File: config.mk
export PLATFORM = sky130hd
export DESIGN_NAME = pci_read_prefetch_and_bus_control
export DESIGN_NICKNAME = d
export VERILOG_FILES = /design/src/prefetch_ctrl_pkg.sv /design/src/pci_read_prefetch_and_bus_control.sv
export SDC_FILE = /design/constraint.sdc
export NUM_CORES = 1
export LEC_CHECK = 0
export ABC_AREA = 1
export ABC_CLOCK_PERIOD_IN_PS = 5700
export BUFFER_PORTS_ARGS = -buffer_cell sky130_fd_sc_hd__buf_2
export CAP_MARGIN = 15
export CORE_MARGIN = 3
export CORE_UTILIZATION = 60
export CTS_CLUSTER_DIAMETER = 200
export CTS_CLUSTER_SIZE = 16
export DETAILED_ROUTE_END_ITERATION = 10
export GPL_ROUTABILITY_DRIVEN = 0
export HOLD_SLACK_MARGIN = 0.12
export MAX_ROUTING_LAYER = met4
export PLACE_DENSITY = 0.85
export SETUP_SLACK_MARGIN = 0.3
export SLEW_MARGIN = 15
export SYNTH_ARGS = -nofsm -noshare
export SYNTH_HDL_FRONTEND = slang
export SYNTH_SLANG_ARGS = --single-unit
File: constraint.sdc
create_clock -name hclk -period 5.7 [get_ports hclk]
set_input_delay 0.855 -clock hclk [delete_from_list [all_inputs] [get_ports hclk]]
set_output_delay 0.855 -clock hclk [all_outputs]
set_load 0.01 [all_outputs]
File: src/prefetch_ctrl_pkg.sv
package prefetch_ctrl_pkg;

    // Register indices; byte address is four times the index
    localparam logic [7:0]  IDX_RESERVED_BYTE  = 8'h5f;
    localparam logic [7:0]  IDX_READ_PREFETCH  = 8'h60;
    localparam logic [7:0]  IDX_PCI_BUS_CTRL   = 8'h63;
    localparam int          ADDR_IDX_LSB       = 2;
    localparam int          ADDR_IDX_MSB       = 9;

    // Read prefetch control fields
    localparam int LINE_INIT_LSB  = 19;
    localparam int MULT_INIT_LSB  = 16;
    localparam int LINE_CONT_BIT  = 11;
    localparam int MULT_CONT_BIT  = 10;
    localparam int DELAYED_LSB    = 8;
    localparam int LINE_CNT_LSB   = 5;
    localparam int MULT_CNT_LSB   = 2;
    localparam int RD_PF_BIT      = 1;
    localparam int PF_EN_BIT      = 0;
    localparam logic [23:0] READ_PF_WMASK = 24'h3f0fff;

    // Bus control fields
    localparam int TRQ_BIT        = 5;
    localparam int PARK_BIT       = 4;
    localparam int CHARGE_LSB     = 0;
    localparam logic [7:0]  BUS_CTRL_WMASK = 8'h3f;
    localparam logic [3:0]  CHARGE_RESET   = 4'hf;

    // Reset values
    localparam logic [23:0] READ_PF_RESET_BRIDGE  = 24'h000000;
    localparam logic [23:0] READ_PF_RESET_GENERIC = 24'h000001;
    localparam logic [7:0]  BUS_CTRL_RESET        = 8'h0f;

    localparam int NUM_MASTERS = 4;
    localparam int WORD_W      = 32;
    localparam int FIFO_DEPTH  = 8;

    localparam logic [1:0] HTRANS_NONSEQ = 2'h2;
    localparam logic [2:0] HSIZE_WORD    = 3'h2;

    typedef enum logic [1:0] {
        CMD_MEM_READ  = 2'b00,
        CMD_READ_LINE = 2'b01,
        CMD_READ_MULT = 2'b10
    } read_cmd_t;

    typedef struct packed {
        read_cmd_t  cmd;
        logic [31:0] addr;
    } read_req_t;

    typedef struct packed {
        logic        line_end;
        logic [31:0] data;
    } line_word_t;

    localparam int LINE_WORD_W = WORD_W + 1;

endpackage

File: src/pci_read_prefetch_and_bus_control.sv
// The AHB-Lite slave port was decided locally.
`timescale 1ns/1ps
`default_nettype none

module line_fifo
    import prefetch_ctrl_pkg::*;
#(
    parameter int WIDTH = 33,
    parameter int DEPTH = 8
) (
    input  wire logic             hclk,
    input  wire logic             hresetn,
    input  wire logic             flush,
    input  wire logic             in_valid,
    output logic                  in_ready,
    input  wire logic [WIDTH-1:0] in_data,
    output logic                  out_valid,
    input  wire logic             out_ready,
    output logic      [WIDTH-1:0] out_data
);
    localparam int AW = $clog2(DEPTH);
    logic [WIDTH-1:0] mem [DEPTH];
    logic [AW-1:0]    wr_reg, wr_next, rd_reg, rd_next;
    logic [AW:0]      cnt_reg, cnt_next;
    logic             push, pop;

    assign in_ready  = (cnt_reg != (AW+1)'(DEPTH));
    assign out_valid = (cnt_reg != '0);
    assign out_data  = mem[rd_reg];
    assign push      = in_valid && in_ready;
    assign pop       = out_valid && out_ready;

    always_comb begin
        wr_next  = flush ? '0 : (push ? wr_reg + 1'b1 : wr_reg);
        rd_next  = flush ? '0 : (pop ? rd_reg + 1'b1 : rd_reg);
        cnt_next = flush ? '0 : cnt_reg + (AW+1)'(push) - (AW+1)'(pop);
    end

    always_ff @(posedge hclk or negedge hresetn) begin
        if (!hresetn) begin
            wr_reg  <= '0;
            rd_reg  <= '0;
            cnt_reg <= '0;
        end else begin
            wr_reg  <= wr_next;
            rd_reg  <= rd_next;
            cnt_reg <= cnt_next;
        end
    end

    always_ff @(posedge hclk) begin
        if (push) begin
            mem[wr_reg] <= in_data;
        end
    end
endmodule

module pci_read_prefetch_and_bus_control
    import prefetch_ctrl_pkg::*;
#(
    parameter bit GENERIC_PORT_VARIANT = 1'b0
) (
    input  wire logic                   hclk,
    input  wire logic                   hresetn,
    input  wire logic                   warm_reset,
    input  wire logic                   hsel,
    input  wire logic [31:0]            haddr,
    input  wire logic [1:0]             htrans,
    input  wire logic                   hwrite,
    input  wire logic [2:0]             hsize,
    input  wire logic [31:0]            hwdata,
    input  wire logic                   hready,
    output logic                        hreadyout,
    output logic                        hresp,
    output logic      [31:0]            hrdata,
    input  wire logic                   req_valid,
    output logic                        req_ready,
    input  wire read_req_t              req,
    input  wire logic                   req_retire,
    output logic                        reconnect_ok,
    output logic                        fetch_valid,
    input  wire logic                   fetch_ready,
    output logic                        fetch_single,
    output logic      [31:0]            fetch_addr,
    input  wire logic                   up_valid,
    output logic                        up_ready,
    input  wire line_word_t             up_word,
    output logic                        pci_valid,
    input  wire logic                   pci_ready,
    output line_word_t                  pci_word,
    input  wire logic [NUM_MASTERS-1:0] pci_req_n,
    output logic      [NUM_MASTERS-1:0] pci_gnt_n,
    input  wire logic                   cfg_type0_start,
    output logic                        ad_drive,
    output logic                        frame_start
);
    localparam logic [23:0] READ_PF_RESET =
        GENERIC_PORT_VARIANT ? READ_PF_RESET_GENERIC : READ_PF_RESET_BRIDGE;

    // Register bus
    logic [23:0] read_pf_reg, read_pf_next;
    logic [7:0]  bus_ctrl_reg, bus_ctrl_next;
    logic [31:0] hrdata_reg, hrdata_next;
    logic        wr_pend_reg, wr_pend_next;
    logic [7:0]  wr_idx_reg, wr_idx_next;
    logic        addr_ok;
    logic [7:0]  idx;

    assign hreadyout = 1'b1;
    assign hresp     = 1'b0;
    assign hrdata    = hrdata_reg;
    assign idx       = haddr[ADDR_IDX_MSB:ADDR_IDX_LSB];
    assign addr_ok   = hsel && hready && (htrans == HTRANS_NONSEQ)
                       && (haddr[31:ADDR_IDX_MSB+1] == '0);

    always_comb begin
        read_pf_next  = read_pf_reg;
        bus_ctrl_next = bus_ctrl_reg;
        wr_pend_next  = addr_ok && hwrite && (hsize == HSIZE_WORD);
        wr_idx_next   = idx;
        hrdata_next   = '0;
        if (addr_ok && !hwrite) begin
            case (idx)
                IDX_READ_PREFETCH: hrdata_next = {8'h00, read_pf_reg};
                IDX_PCI_BUS_CTRL:  hrdata_next = {24'h000000, bus_ctrl_reg};
                default:           hrdata_next = '0;
            endcase
        end
        if (wr_pend_reg) begin
            case (wr_idx_reg)
                IDX_READ_PREFETCH:
                    read_pf_next = hwdata[23:0] & READ_PF_WMASK;
                IDX_PCI_BUS_CTRL:
                    bus_ctrl_next = hwdata[7:0] & BUS_CTRL_WMASK;
                default: ;
            endcase
        end
        if (warm_reset) begin
            read_pf_next  = READ_PF_RESET;
            bus_ctrl_next = BUS_CTRL_RESET;
        end
    end

    always_ff @(posedge hclk or negedge hresetn) begin
        if (!hresetn) begin
            read_pf_reg  <= READ_PF_RESET;
            bus_ctrl_reg <= BUS_CTRL_RESET;
            hrdata_reg   <= '0;
            wr_pend_reg  <= 1'b0;
            wr_idx_reg   <= '0;
        end else begin
            read_pf_reg  <= read_pf_next;
            bus_ctrl_reg <= bus_ctrl_next;
            hrdata_reg   <= hrdata_next;
            wr_pend_reg  <= wr_pend_next;
            wr_idx_reg   <= wr_idx_next;
        end
    end

    // Field views
    logic [2:0] line_init, mult_init, line_cnt, mult_cnt;
    logic [1:0] delayed_max;
    logic       line_cont, mult_cont, rd_pf_en, pf_en, park_zero;
    logic [3:0] charge;
    assign line_init   = read_pf_reg[LINE_INIT_LSB +: 3];
    assign mult_init   = read_pf_reg[MULT_INIT_LSB +: 3];
    assign line_cont   = read_pf_reg[LINE_CONT_BIT];
    assign mult_cont   = read_pf_reg[MULT_CONT_BIT];
    assign delayed_max = read_pf_reg[DELAYED_LSB +: 2];
    assign line_cnt    = read_pf_reg[LINE_CNT_LSB +: 3];
    assign mult_cnt    = read_pf_reg[MULT_CNT_LSB +: 3];
    assign rd_pf_en    = read_pf_reg[RD_PF_BIT];
    assign pf_en       = read_pf_reg[PF_EN_BIT];
    assign park_zero   = bus_ctrl_reg[PARK_BIT];
    assign charge      = bus_ctrl_reg[CHARGE_LSB +: 4];

    // Prefetch engine
    typedef enum logic [1:0] {
        ENG_IDLE  = 2'b00,
        ENG_FETCH = 2'b01
    } eng_state_t;

    eng_state_t  eng_reg, eng_next;
    logic [2:0]  outst_reg, outst_next;
    logic [7:0]  pend_reg, pend_next;
    logic [3:0]  fetched_reg, fetched_next;
    logic [3:0]  need_reg, need_next;
    logic        cont_reg, cont_next, single_reg, single_next;
    logic        mult_reg, mult_next;
    logic [31:0] addr_reg, addr_next;
    logic        accept, issue, up_take, line_back, use_line, prefetch;
    logic        fifo_in_valid;
    logic [LINE_WORD_W-1:0] fifo_out;

    assign use_line  = (req.cmd == CMD_READ_LINE)
                       || (req.cmd == CMD_MEM_READ && rd_pf_en);
    assign prefetch  = pf_en && (use_line || req.cmd == CMD_READ_MULT);
    assign req_ready = (eng_reg == ENG_IDLE)
                       && (outst_reg <= {1'b0, delayed_max});
    assign accept    = req_valid && req_ready;
    assign fetch_valid  = (eng_reg == ENG_FETCH) && (pend_reg != '0);
    assign fetch_single = single_reg;
    assign fetch_addr   = addr_reg;
    assign issue     = fetch_valid && fetch_ready;
    assign fifo_in_valid = up_valid && (eng_reg == ENG_FETCH);
    assign up_take   = fifo_in_valid && up_ready && up_word.line_end;
    assign line_back = pci_valid && pci_ready && pci_word.line_end;
    assign pci_word  = line_word_t'(fifo_out);
    assign reconnect_ok = (eng_reg == ENG_FETCH)
                          && (fetched_reg >= need_reg);

    always_comb begin
        eng_next     = eng_reg;
        outst_next   = outst_reg + 3'(accept)
                       - 3'(req_retire && outst_reg != '0);
        pend_next    = pend_reg;
        fetched_next = fetched_reg;
        need_next    = need_reg;
        cont_next    = cont_reg;
        single_next  = single_reg;
        mult_next    = mult_reg;
        addr_next    = addr_reg;
        case (eng_reg)
            ENG_IDLE: begin
                if (accept) begin
                    eng_next     = ENG_FETCH;
                    fetched_next = '0;
                    addr_next    = req.addr;
                    mult_next    = (req.cmd == CMD_READ_MULT);
                    single_next  = !prefetch;
                    if (!prefetch) begin
                        pend_next = 8'h01;
                        need_next = 4'h1;
                        cont_next = 1'b0;
                    end else if (req.cmd == CMD_READ_MULT) begin
                        pend_next = 8'h01 + 8'(mult_cnt);
                        need_next = 4'(mult_init);
                        cont_next = mult_cont;
                    end else begin
                        pend_next = 8'h01 + 8'(line_cnt);
                        need_next = 4'(line_init);
                        cont_next = line_cont;
                    end
                end
            end
            ENG_FETCH: begin
                pend_next = pend_reg - 8'(issue)
                            + 8'(line_back && cont_reg);
                if (up_take && fetched_reg != 4'hf) begin
                    fetched_next = fetched_reg + 4'h1;
                end
                if (req_retire) begin
                    eng_next = ENG_IDLE;
                end
            end
            default: eng_next = ENG_IDLE;
        endcase
    end

    always_ff @(posedge hclk or negedge hresetn) begin
        if (!hresetn) begin
            eng_reg     <= ENG_IDLE;
            outst_reg   <= '0;
            pend_reg    <= '0;
            fetched_reg <= '0;
            need_reg    <= '0;
            cont_reg    <= 1'b0;
            single_reg  <= 1'b0;
            mult_reg    <= 1'b0;
            addr_reg    <= '0;
        end else begin
            eng_reg     <= eng_next;
            outst_reg   <= outst_next;
            pend_reg    <= pend_next;
            fetched_reg <= fetched_next;
            need_reg    <= need_next;
            cont_reg    <= cont_next;
            single_reg  <= single_next;
            mult_reg    <= mult_next;
            addr_reg    <= addr_next;
        end
    end

    line_fifo #(.WIDTH(LINE_WORD_W), .DEPTH(FIFO_DEPTH)) u_fifo (
        .hclk      (hclk),
        .hresetn   (hresetn),
        .flush     (req_retire || warm_reset),
        .in_valid  (fifo_in_valid),
        .in_ready  (up_ready),
        .in_data   (up_word),
        .out_valid (pci_valid),
        .out_ready (pci_ready),
        .out_data  (fifo_out)
    );

    // Arbiter with parking
    logic [NUM_MASTERS-1:0] req_s1_reg, req_s2_reg, gnt_reg, gnt_next;
    logic [NUM_MASTERS-1:0] req_act;
    assign req_act   = ~req_s2_reg;
    assign pci_gnt_n = ~gnt_reg;

    always_comb begin
        gnt_next = gnt_reg;
        if (req_act == '0) begin
            if (park_zero) begin
                gnt_next = NUM_MASTERS'(1);
            end
        end else begin
            gnt_next = req_act & (~req_act + NUM_MASTERS'(1));
        end
    end

    always_ff @(posedge hclk or negedge hresetn) begin
        if (!hresetn) begin
            req_s1_reg <= '1;
            req_s2_reg <= '1;
            gnt_reg    <= NUM_MASTERS'(1);
        end else begin
            req_s1_reg <= pci_req_n;
            req_s2_reg <= req_s1_reg;
            gnt_reg    <= warm_reset ? NUM_MASTERS'(1) : gnt_next;
        end
    end

    // Type 0 configuration address charge
    typedef enum logic [1:0] {
        CFG_IDLE   = 2'b00,
        CFG_CHARGE = 2'b01
    } cfg_state_t;

    cfg_state_t cfg_reg, cfg_next;
    logic [3:0] chg_reg, chg_next;
    logic       frame_reg, frame_next;
    assign ad_drive    = (cfg_reg == CFG_CHARGE);
    assign frame_start = frame_reg;

    always_comb begin
        cfg_next   = cfg_reg;
        chg_next   = chg_reg;
        frame_next = 1'b0;
        case (cfg_reg)
            CFG_IDLE: begin
                if (cfg_type0_start) begin
                    if (charge == '0) begin
                        frame_next = 1'b1;
                    end else begin
                        cfg_next = CFG_CHARGE;
                        chg_next = charge;
                    end
                end
            end
            CFG_CHARGE: begin
                chg_next = chg_reg - 4'h1;
                if (chg_reg == 4'h1) begin
                    cfg_next   = CFG_IDLE;
                    frame_next = 1'b1;
                end
            end
            default: cfg_next = CFG_IDLE;
        endcase
    end

    always_ff @(posedge hclk or negedge hresetn) begin
        if (!hresetn) begin
            cfg_reg   <= CFG_IDLE;
            chg_reg   <= '0;
            frame_reg <= 1'b0;
        end else begin
            cfg_reg   <= cfg_next;
            chg_reg   <= chg_next;
            frame_reg <= frame_next;
        end
    end

    // Checks
    logic [3:0] drive_cnt_reg;
    always_ff @(posedge hclk or negedge hresetn) begin
        if (!hresetn) begin
            drive_cnt_reg <= '0;
        end else begin
            drive_cnt_reg <= ad_drive ? drive_cnt_reg + 4'h1 : '0;
        end
    end
endmodule

`default_nettype wire

# Word level (Yosys, flattened, before mapping)
# Memory sizes are Yosys's and may differ from the RTL's.
# Index checks and enable logic that the tools add are counted.
[totals]
regBits = 157
ram_bits = 264
input_bits = 152
out_inout_bits = 111
memories = 1
[classes]
addsub = 13
order_cmp = 2
eq_ne = 20
muxes = 43
bitwise_logic = 4
reduce_logical = 50
[mem_list]
columns = ["memory", "depth", "word_bits", "read_ports", "rd_clocked_by_memory_dff", "write_ports", "line_no", "rtl"]
rows = [
  ["u_fifo.mem", 8, 33, 1, 0, 1, "pci_read_prefetch_and_bus_control.sv:22", "logic [WIDTH-1:0] mem [DEPTH];"],
]
[op_table]
columns = ["operator", "count"]
rows = [
  ["24-bit 2-to-1 mux", 3],
  ["24-bit one-hot mux with 2 select lines", 1],
  ["4-bit 2-to-1 mux", 10],
  ["8-bit by 7-bit equality test with 1-bit output, second input constant", 4],
  ["32-bit 2-to-1 mux", 1],
  ["8-bit 2-to-1 mux", 4],
  ["22-bit zero test", 1],
  ["1-bit logical AND", 21],
  ["3-bit 2-to-1 mux", 6],
  ["4-bit one-hot mux with 2 select lines", 2],
  ["8-bit one-hot mux with 2 select lines", 1],
  ["2-bit nonzero test", 7],
  ["4-bit inverter", 3],
  ["2-bit 2-to-1 mux", 5],
  ["2-bit AND reduction", 5],
  ["3-bit AND reduction", 3],
  ["1-bit by 3-bit adder with 4-bit output, first input constant", 2],
  ["4-bit by 1-bit adder with 4-bit output, second input constant", 2],
  ["8-bit by 1-bit adder with 8-bit output", 1],
  ["4-bit zero test", 2],
  ["2-bit inequality test, second input constant", 4],
  ["4-bit inequality test, second input constant", 2],
  ["2-bit one-hot mux with 2 select lines", 2],
  ["8-bit nonzero test", 1],
  ["other kinds (23)", 39],
]

# Longest topological paths before layout
# Gate-level depths: netlist (run 1).
[logic_depth]
depth_word = 8
depth_mapped = 20

# Modules after synthesis
# Synthesis (run 1) repeated with hierarchy kept, for this count alone.
[unflattened]
cells_unflattened = 1928
area_unflattened_um2 = 18076.1
[by_module_without_submodules]
columns = ["mod", "n_inst", "cells_each", "area_per_inst_um2"]
rows = [
  ["line_fifo", 1, 1229, 12187.9],
  ["pci_read_prefetch_and_bus_control", 1, 699, 5888.1],
]

# Worst setup path before layout (run 1)
# No wires, ideal clock.
[synth_timing]
kind = "input -> register"
startpoint = "input up_valid"
endpoint = "memory u_fifo.mem[0][0] (enable)"
setup_ps = 423
arrival_time_ps = 2740
required_ps = 5277
setup_slack_ps = 2537
stages = 3
cell_sequence = "nand3_1 -> or2_2 -> nor2_1"
[synth_via]
elab_chain_cells = 4
[synth_rtl]
columns = ["element", "line_no", "rtl"]
rows = [
  ["start, declared", "pci_read_prefetch_and_bus_control.sv:85", "input wire logic up_valid,"],
  ["1-bit logical AND", "pci_read_prefetch_and_bus_control.sv:205", "assign fifo_in_valid = up_valid && (eng_reg == ENG_FETCH);"],
  ["1-bit logical AND", "pci_read_prefetch_and_bus_control.sv:30", "assign push = in_valid && in_ready;"],
  ["1-bit 2-to-1 mux", "pci_read_prefetch_and_bus_control.sv:52", "if (push) begin"],
  ["1-bit 2-to-1 mux (implied by the code)", "pci_read_prefetch_and_bus_control.sv:53", "mem[wr_reg] <= in_data;"],
  ["end, declared", "pci_read_prefetch_and_bus_control.sv:22", ""],
]
# No other way between the ends.

==> results.toml, run 1 <==
[power]
swShare_pct = 30.2
p_int_mw = 4.95
power_leakage_nw = 7.87
finalPower_mw = 7.09
p_switching_mw = 2.14
clockPowerShare_pct = 26.9
p_seq_share_pct = 49.3
comb_power_share_pct = 23.8
power_density_mw_per_mm2 = 379
vdd_ir_drop_max_v = 0.000309

[route]
drt_iter0_markers = 1175
routed_wl_um = 36700
remaining_drc_errors = 0
routed-wl-met3_um = 3020
routed_via_density = 5.65
wl_met1_um = 14500
wl_met2_um = 18400
vias = 11700
top_layer = "met4"
routedWlPerCell_um = 17.7
drt_pre_antenna_iters = 5
ant_nets = 0

[setup_path]
crit_fanout = 77
cp-end-kind = "output pin"
worst_r2r_path_depth = 17
worst_path_largest_cell_delay_ns = 0.82
cp-start-kind = "register"
crit_path_frequent_cell = "nand2_1"
required_ns = 4.85
crit_path_cell_trace = "clkinv_2 -> buf_4 -> o21ai_0 -> o22ai_1 -> nand2_1 -> nand2_1 -> buf_2"
worst-path-buf-inv = 3
worst_path_max_delay_cell = "clkinv_2"
critPathKind = "register to output pin"
worstPathArrival_ns = 3.37
critPathTopFamily = "buffers and inverters"
path_depth = 7

[clock_tree]
cts.reportedPaths.clkPinSlew_ns = 0.08
ctsHoldBuffers = 0
cts-resized-gates = 0
cts_made_buffers = 28
h-tree-depth = 1
postCtsSetupRepairBufs = 0
cts_root_buffer = "clkbuf_16"
cts_buffer_depth = 3
cts.sinks = 396
clock_latency_ns = 0.55
cts_tree = "built"

[timing]
fmax_ghz = 0.237
worst_slew_pin_slew_ns = 1.07
min_period_ns = 4.22
layout_setup_ws_ns = 1.48
rsz0062_at_grt = "no"
setup_viol = 0
fin_crit_sh_pct = 74.0
hold_viol = 0
slew_violations = 0
fin_skew_ns = 0.0179
max-slew-margin-rel_pct = 28.8
fin_tns_setup_ns = 0

[yosys]
synthArstFlopShare_pct = 33.3
synth_cell_types = 41
ys.flop_type = "edfxtp_1"
synth_area_leader_cell = "edfxtp_1"
synth_common_cells = "330 x nand2_1, 264 x edfxtp_1, 202 x nor2_1"
syn-instance-count = 1496
netlist_area_mm2 = 0.0165
ys_top_cells_by_area = "edfxtp_1 48%, dfrtp_1 18%, nand2_1 7.5%"
yosysWarnings = 0
ys_seq_area_share_pct = 68.3
synth-edff-count = 264
synth.avg_cell_area_um2 = 11.0
synth.most_common_cell = "nand2_1"
ys_seq_elements = 396
synth.top_cell.area_share_pct = 48.2

[placed_design]
dp_slack_ns = 1.94
dp.cells = 2015
io_buffer_count = 230
dp_hpwl_um = 22200

[grt]
grt_start_max_net_pins = 110
grt_pass1_wl_um = 57500
antenna_found_initial = 2
track_usage_pct = 25.3
grt_pass1_vias = 11300
overflow = 0

[die]
start_util_pct = 61.1
fp.dieArea_mm2 = 0.0295
num_rows = 60
core-area_mm2 = 0.0270
die_h_um = 172
io_pins = 263
fp.dieW_um = 172

[worst_hold_path]
holdPathStages = 0
min_path_type = "register to register"

[final_layout]
regMostFlops = "u_fifo.mem"
drive_above_1_share_pct = 18.0
syn2layout_area_growth_pct = 13.7
regArea_mm2 = 0.0113
nFillCells = 1891
layout.cells.non_filler = 2069
largest_register_ff_count = 264
layout.nets = 1890
multi_input_area_mm2 = 0.00458

[run]
drv_cap = 0

[outcome]
status = "completed"
## power by group through the flow
stage | Sequential (mW) | Clock [mW] | Combinational [mW]
floorplan | 3.56 | 0 | 1.10
global placement | 3.53 | 0 | 1.60
detailed placement | 3.54 | 0 | 1.69
CTS | 3.49 | 1.94 | 1.70
global route | 3.52 | 2.05 | 1.94
finish | 3.49 | 1.91 | 1.69
## logic make-up (layout without fill, tap and decap cells)
family                     count (synthesis)  after routing  synth area share [%]
and+or+nand+nor                          620            620                  15.1
DFF                                      396            396                  68.3
AOI/OAI and AO/OA                        271            271                  8.89
buffers and inverters                    166            381                  4.55
adders and majority gates                 33             33                  2.64
xor gates and xnor gates                   5              5                 0.266
muxes                                      3              3                 0.182
other                                      2             19                0.0456
## metal layers
metal	up-vias	track usage, %
met1	5559	32.0
met5	-	-
met4	0	6.44
met3	64	4.30
met2	550	43.0
li1	5510	-
## stage by stage
step / hold slack (ns) / util, % / instance area [um2]
after global placement: 0.346 / 66.3 / 17900
after floorplan: 0.345 / - / 16500
final: 0.358 / 69.4 / 18700
after CTS: 0.358 / 69.3 / 18700
after detailed placement: 0.348 / 66.3 / 17900
after global routing: 0.360 / 69.4 / 18700
## placed cells by master (no fill, tap or decap), types with 2 or more instances in the layout
| cell | n |
|---|---|
| inv_1 | 77 |
| clkinv_1 | 2 |
| or2_2 | 2 |
| o21ai_1 | 25 |
| clkbuf_1 | 20 |
| dfrtp_1 | 118 |
| edfxtp_1 | 264 |
| o31ai_1 | 3 |
| nand4_1 | 8 |
| xnor2_1 | 4 |
| conb_1 | 16 |
| nand3b_1 | 2 |
| nand3_1 | 66 |
| clkbuf_16 | 29 |
| mux2i_1 | 3 |
| nand2_1 | 330 |
| buf_2 | 229 |
| o21ai_0 | 136 |
| nor3_1 | 2 |
| buf_4 | 20 |
| a21oi_1 | 32 |
| nor2_1 | 194 |
| a21o_1 | 2 |
| diode_2 | 3 |
| o22ai_1 | 70 |
| fa_1 | 3 |
| dfstp_2 | 13 |
| ha_1 | 30 |
| nor2_4 | 8 |
## worst paths after layout
kind	start	end	slack, ns
worst max register to register	u_fifo.rd_reg[0]	pend_reg[6]	1.94
max in group asynchronous	hresetn	u_fifo.rd_reg[0]	3.93
worst max-delay path	u_fifo.rd_reg[0]	pci_word[22]	1.48
worst min register to register	req_s1_reg[3]	req_s2_reg[3]	0.36
worst min-delay path	req_s1_reg[3]	req_s2_reg[3]	0.36
min in group asynchronous	hresetn	fetch_addr[23]	0.40
## cell type report
cell class,instances,area share [%]
sequential,396,60.1
clock buffer,49,4.28
clock inverter,1,0.160
inverter,81,1.63
timing repair buffer,250,7.01
antenna,3,0.0401
multi-input combinational,948,24.5
tap,341,2.28
(Power assumes the default switching activity.)
==> inputs of run 2 (changes only) <==
Settings changed: ABC_CLOCK_PERIOD_IN_PS 5700 to 3800, CORE_UTILIZATION 60 to 51, PLACE_DENSITY 0.85 to 0.77.
Clock period 5.7 ns to 3.8 ns, I/O delays scaled along.
==> run 2 against run 1 <==
Cell count is 3.7% higher; count of clock-buffer cells in the layout did not move; sequential power rose by 50%; design area is 1.4% higher; critical path depth unchanged; clock skew shrank 0.0050 ns; largest power group unchanged; global-route usage is 3.6 points lower; setup slack got worse by 0.93 ns; die area increased by 17%; register-to-register slack lost 1.0 ns; wire length is 1.3% higher.
==> results.toml, run 2 (synthesized netlist as in run 1, its figures left out) <==
[final_layout]
largest_register_ff_count = 264
drive_above_1_share_pct = 18.1
nFillCells = 2547
mostFrequentLayoutCells = "330 x nand2_1, 264 x edfxtp_1, 229 x buf_2, 194 x nor2_1, 136 x o21ai_0"
final_common_cell = "nand2_1"
layout.nets = 1903
regMostFlops = "u_fifo.mem"
syn2layout_area_growth_pct = 15.2
final_cell_area_mm2 = 0.0190

[timing]
slew_violations = 0
min_period_ns = 3.25
fin_crit_sh_pct = 85.5
worst_slew_pin_slew_ns = 0.906
setup_viol = 0
fmax_ghz = 0.308
rsz0062_at_grt = "no"
hold_viol = 0
holdWs_ns = 0.139
fin_tns_setup_ns = 0
fin_skew_ns = 0.0129
max-slew-margin-rel_pct = 39.6

[worst_hold_path]
min_path_type = "primary input to register"
hold_path.startpoint = "haddr[5]"

[clock_tree]
ctsHoldBuffers = 8
postCtsSetupRepairBufs = 0
cts-resized-gates = 0
clock_latency_ns = 0.56
cts_tree = "built"
cts.sinks = 396
h-tree-depth = 1
cts_root_buffer = "clkbuf_16"
cts_made_buffers = 28
cts.reportedPaths.clkPinSlew_ns = 0.07
cts_buffer_depth = 3

[grt]
track_usage_pct = 21.7
grt.met2_usage_pct = 35.8
overflow = 0
antenna_found_initial = 5
grt_use_met1_pct = 28.5
grt_pass1_vias = 11200
top_usage_layer = "met2"
grt_pass1_wl_um = 57600
use_met3_pct = 4.01
grt_start_max_net_pins = 89

[route]
remaining_drc_errors = 0
routed_wl_um = 37200
routed_via_density = 5.39
drt_pre_antenna_iters = 5
vias = 11600
drt_iter0_markers = 847
ant_nets = 0
routedWlPerCell_um = 17.3

[power]
power_leakage_nw = 7.94
vdd_ir_drop_max_v = 0.000372
power_density_mw_per_mm2 = 561
finalPower_mw = 10.6

[die]
fp.dieArea_mm2 = 0.0345
die_h_um = 186
num_rows = 65
start_util_pct = 51.9
fp.dieW_um = 186
io_pins = 263
core-area_mm2 = 0.0317

[setup_path]
crit_fanout = 88
reg2reg_from = "u_fifo.rd_reg[1]"
cp-end-kind = "output pin"
crit_start = "u_fifo.rd_reg[0]"
worstPathArrival_ns = 2.68
required_ns = 3.23
cp-start-kind = "register"
critPathKind = "register to output pin"

[placed_design]
postPlaceCellArea_mm2 = 0.0180
io_buffer_count = 230
dp_hpwl_um = 22500

[outcome]
status = "completed"

[run]
drv_cap = 0
## run 2: changes by cell type in the layout (fill, tap and decap cells not counted), sizes merged
cell,before,now
dlygate4sd3,0,9
buf,250,254
diode,3,7
bufinv,1,0
clkinv,3,2
inv,78,79
## run 2: per-stage QoR
stage,instances,worst slack [ns],utilization [%]
6_report,2146,0.551,59.8
5_1_grt,2144,0.333,59.8
4_1_cts,2137,0.546,59.6
3_5_place_dp,2080,0.873,56.8
3_3_place_gp,2080,0.983,56.8
2_1_floorplan,1510,0.783,-
## run 2: cell type report
class	count	area (um2)	area share [%]
antenna	7	17.5	0.0923
clock buffer	49	822	4.33
inverter	81	305	1.61
multi-input combinational	948	4580	24.1
sequential	396	11300	59.3
tap	402	503	2.65
timing repair buffer	263	1490	7.87
## run 2: path summary, 6_finish.rpt
path	cells past startpoint	to	slack [ns]
setup / recovery	7	pci_word[12]	0.55
hold / removal	1	wr_idx_reg[3]	0.14
setup reg to reg	16	pend_reg[4]	0.94
hold reg to reg	0	req_s2_reg[3]	0.36
max in group asynchronous	3	fetch_addr[4]	2.33
min in group asynchronous	2	hrdata[8]	0.62
## run 2: worst max-delay path, stage by stage, from the launching register on
cell	delay (ns)
dfrtp_4	0.57
clkinv_2	0.13
buf_4	0.70
o21ai_0	0.21
o22ai_1	0.16
nand2_1	0.06
nand2_1	0.11
buf_2	0.14
## run 2: where the power goes
group          total, mW  internal (mW)  switching [mW]
clock               2.85           1.46            1.39
sequential          5.23           5.00           0.237
combinational       2.56          0.960            1.60
## run 2: routing by layer
layer	vias up	wire length, um
li1	5545	-
met1	5554	15400
met2	418	18200
met3	60	2960
met4	0	605
met5	-	0
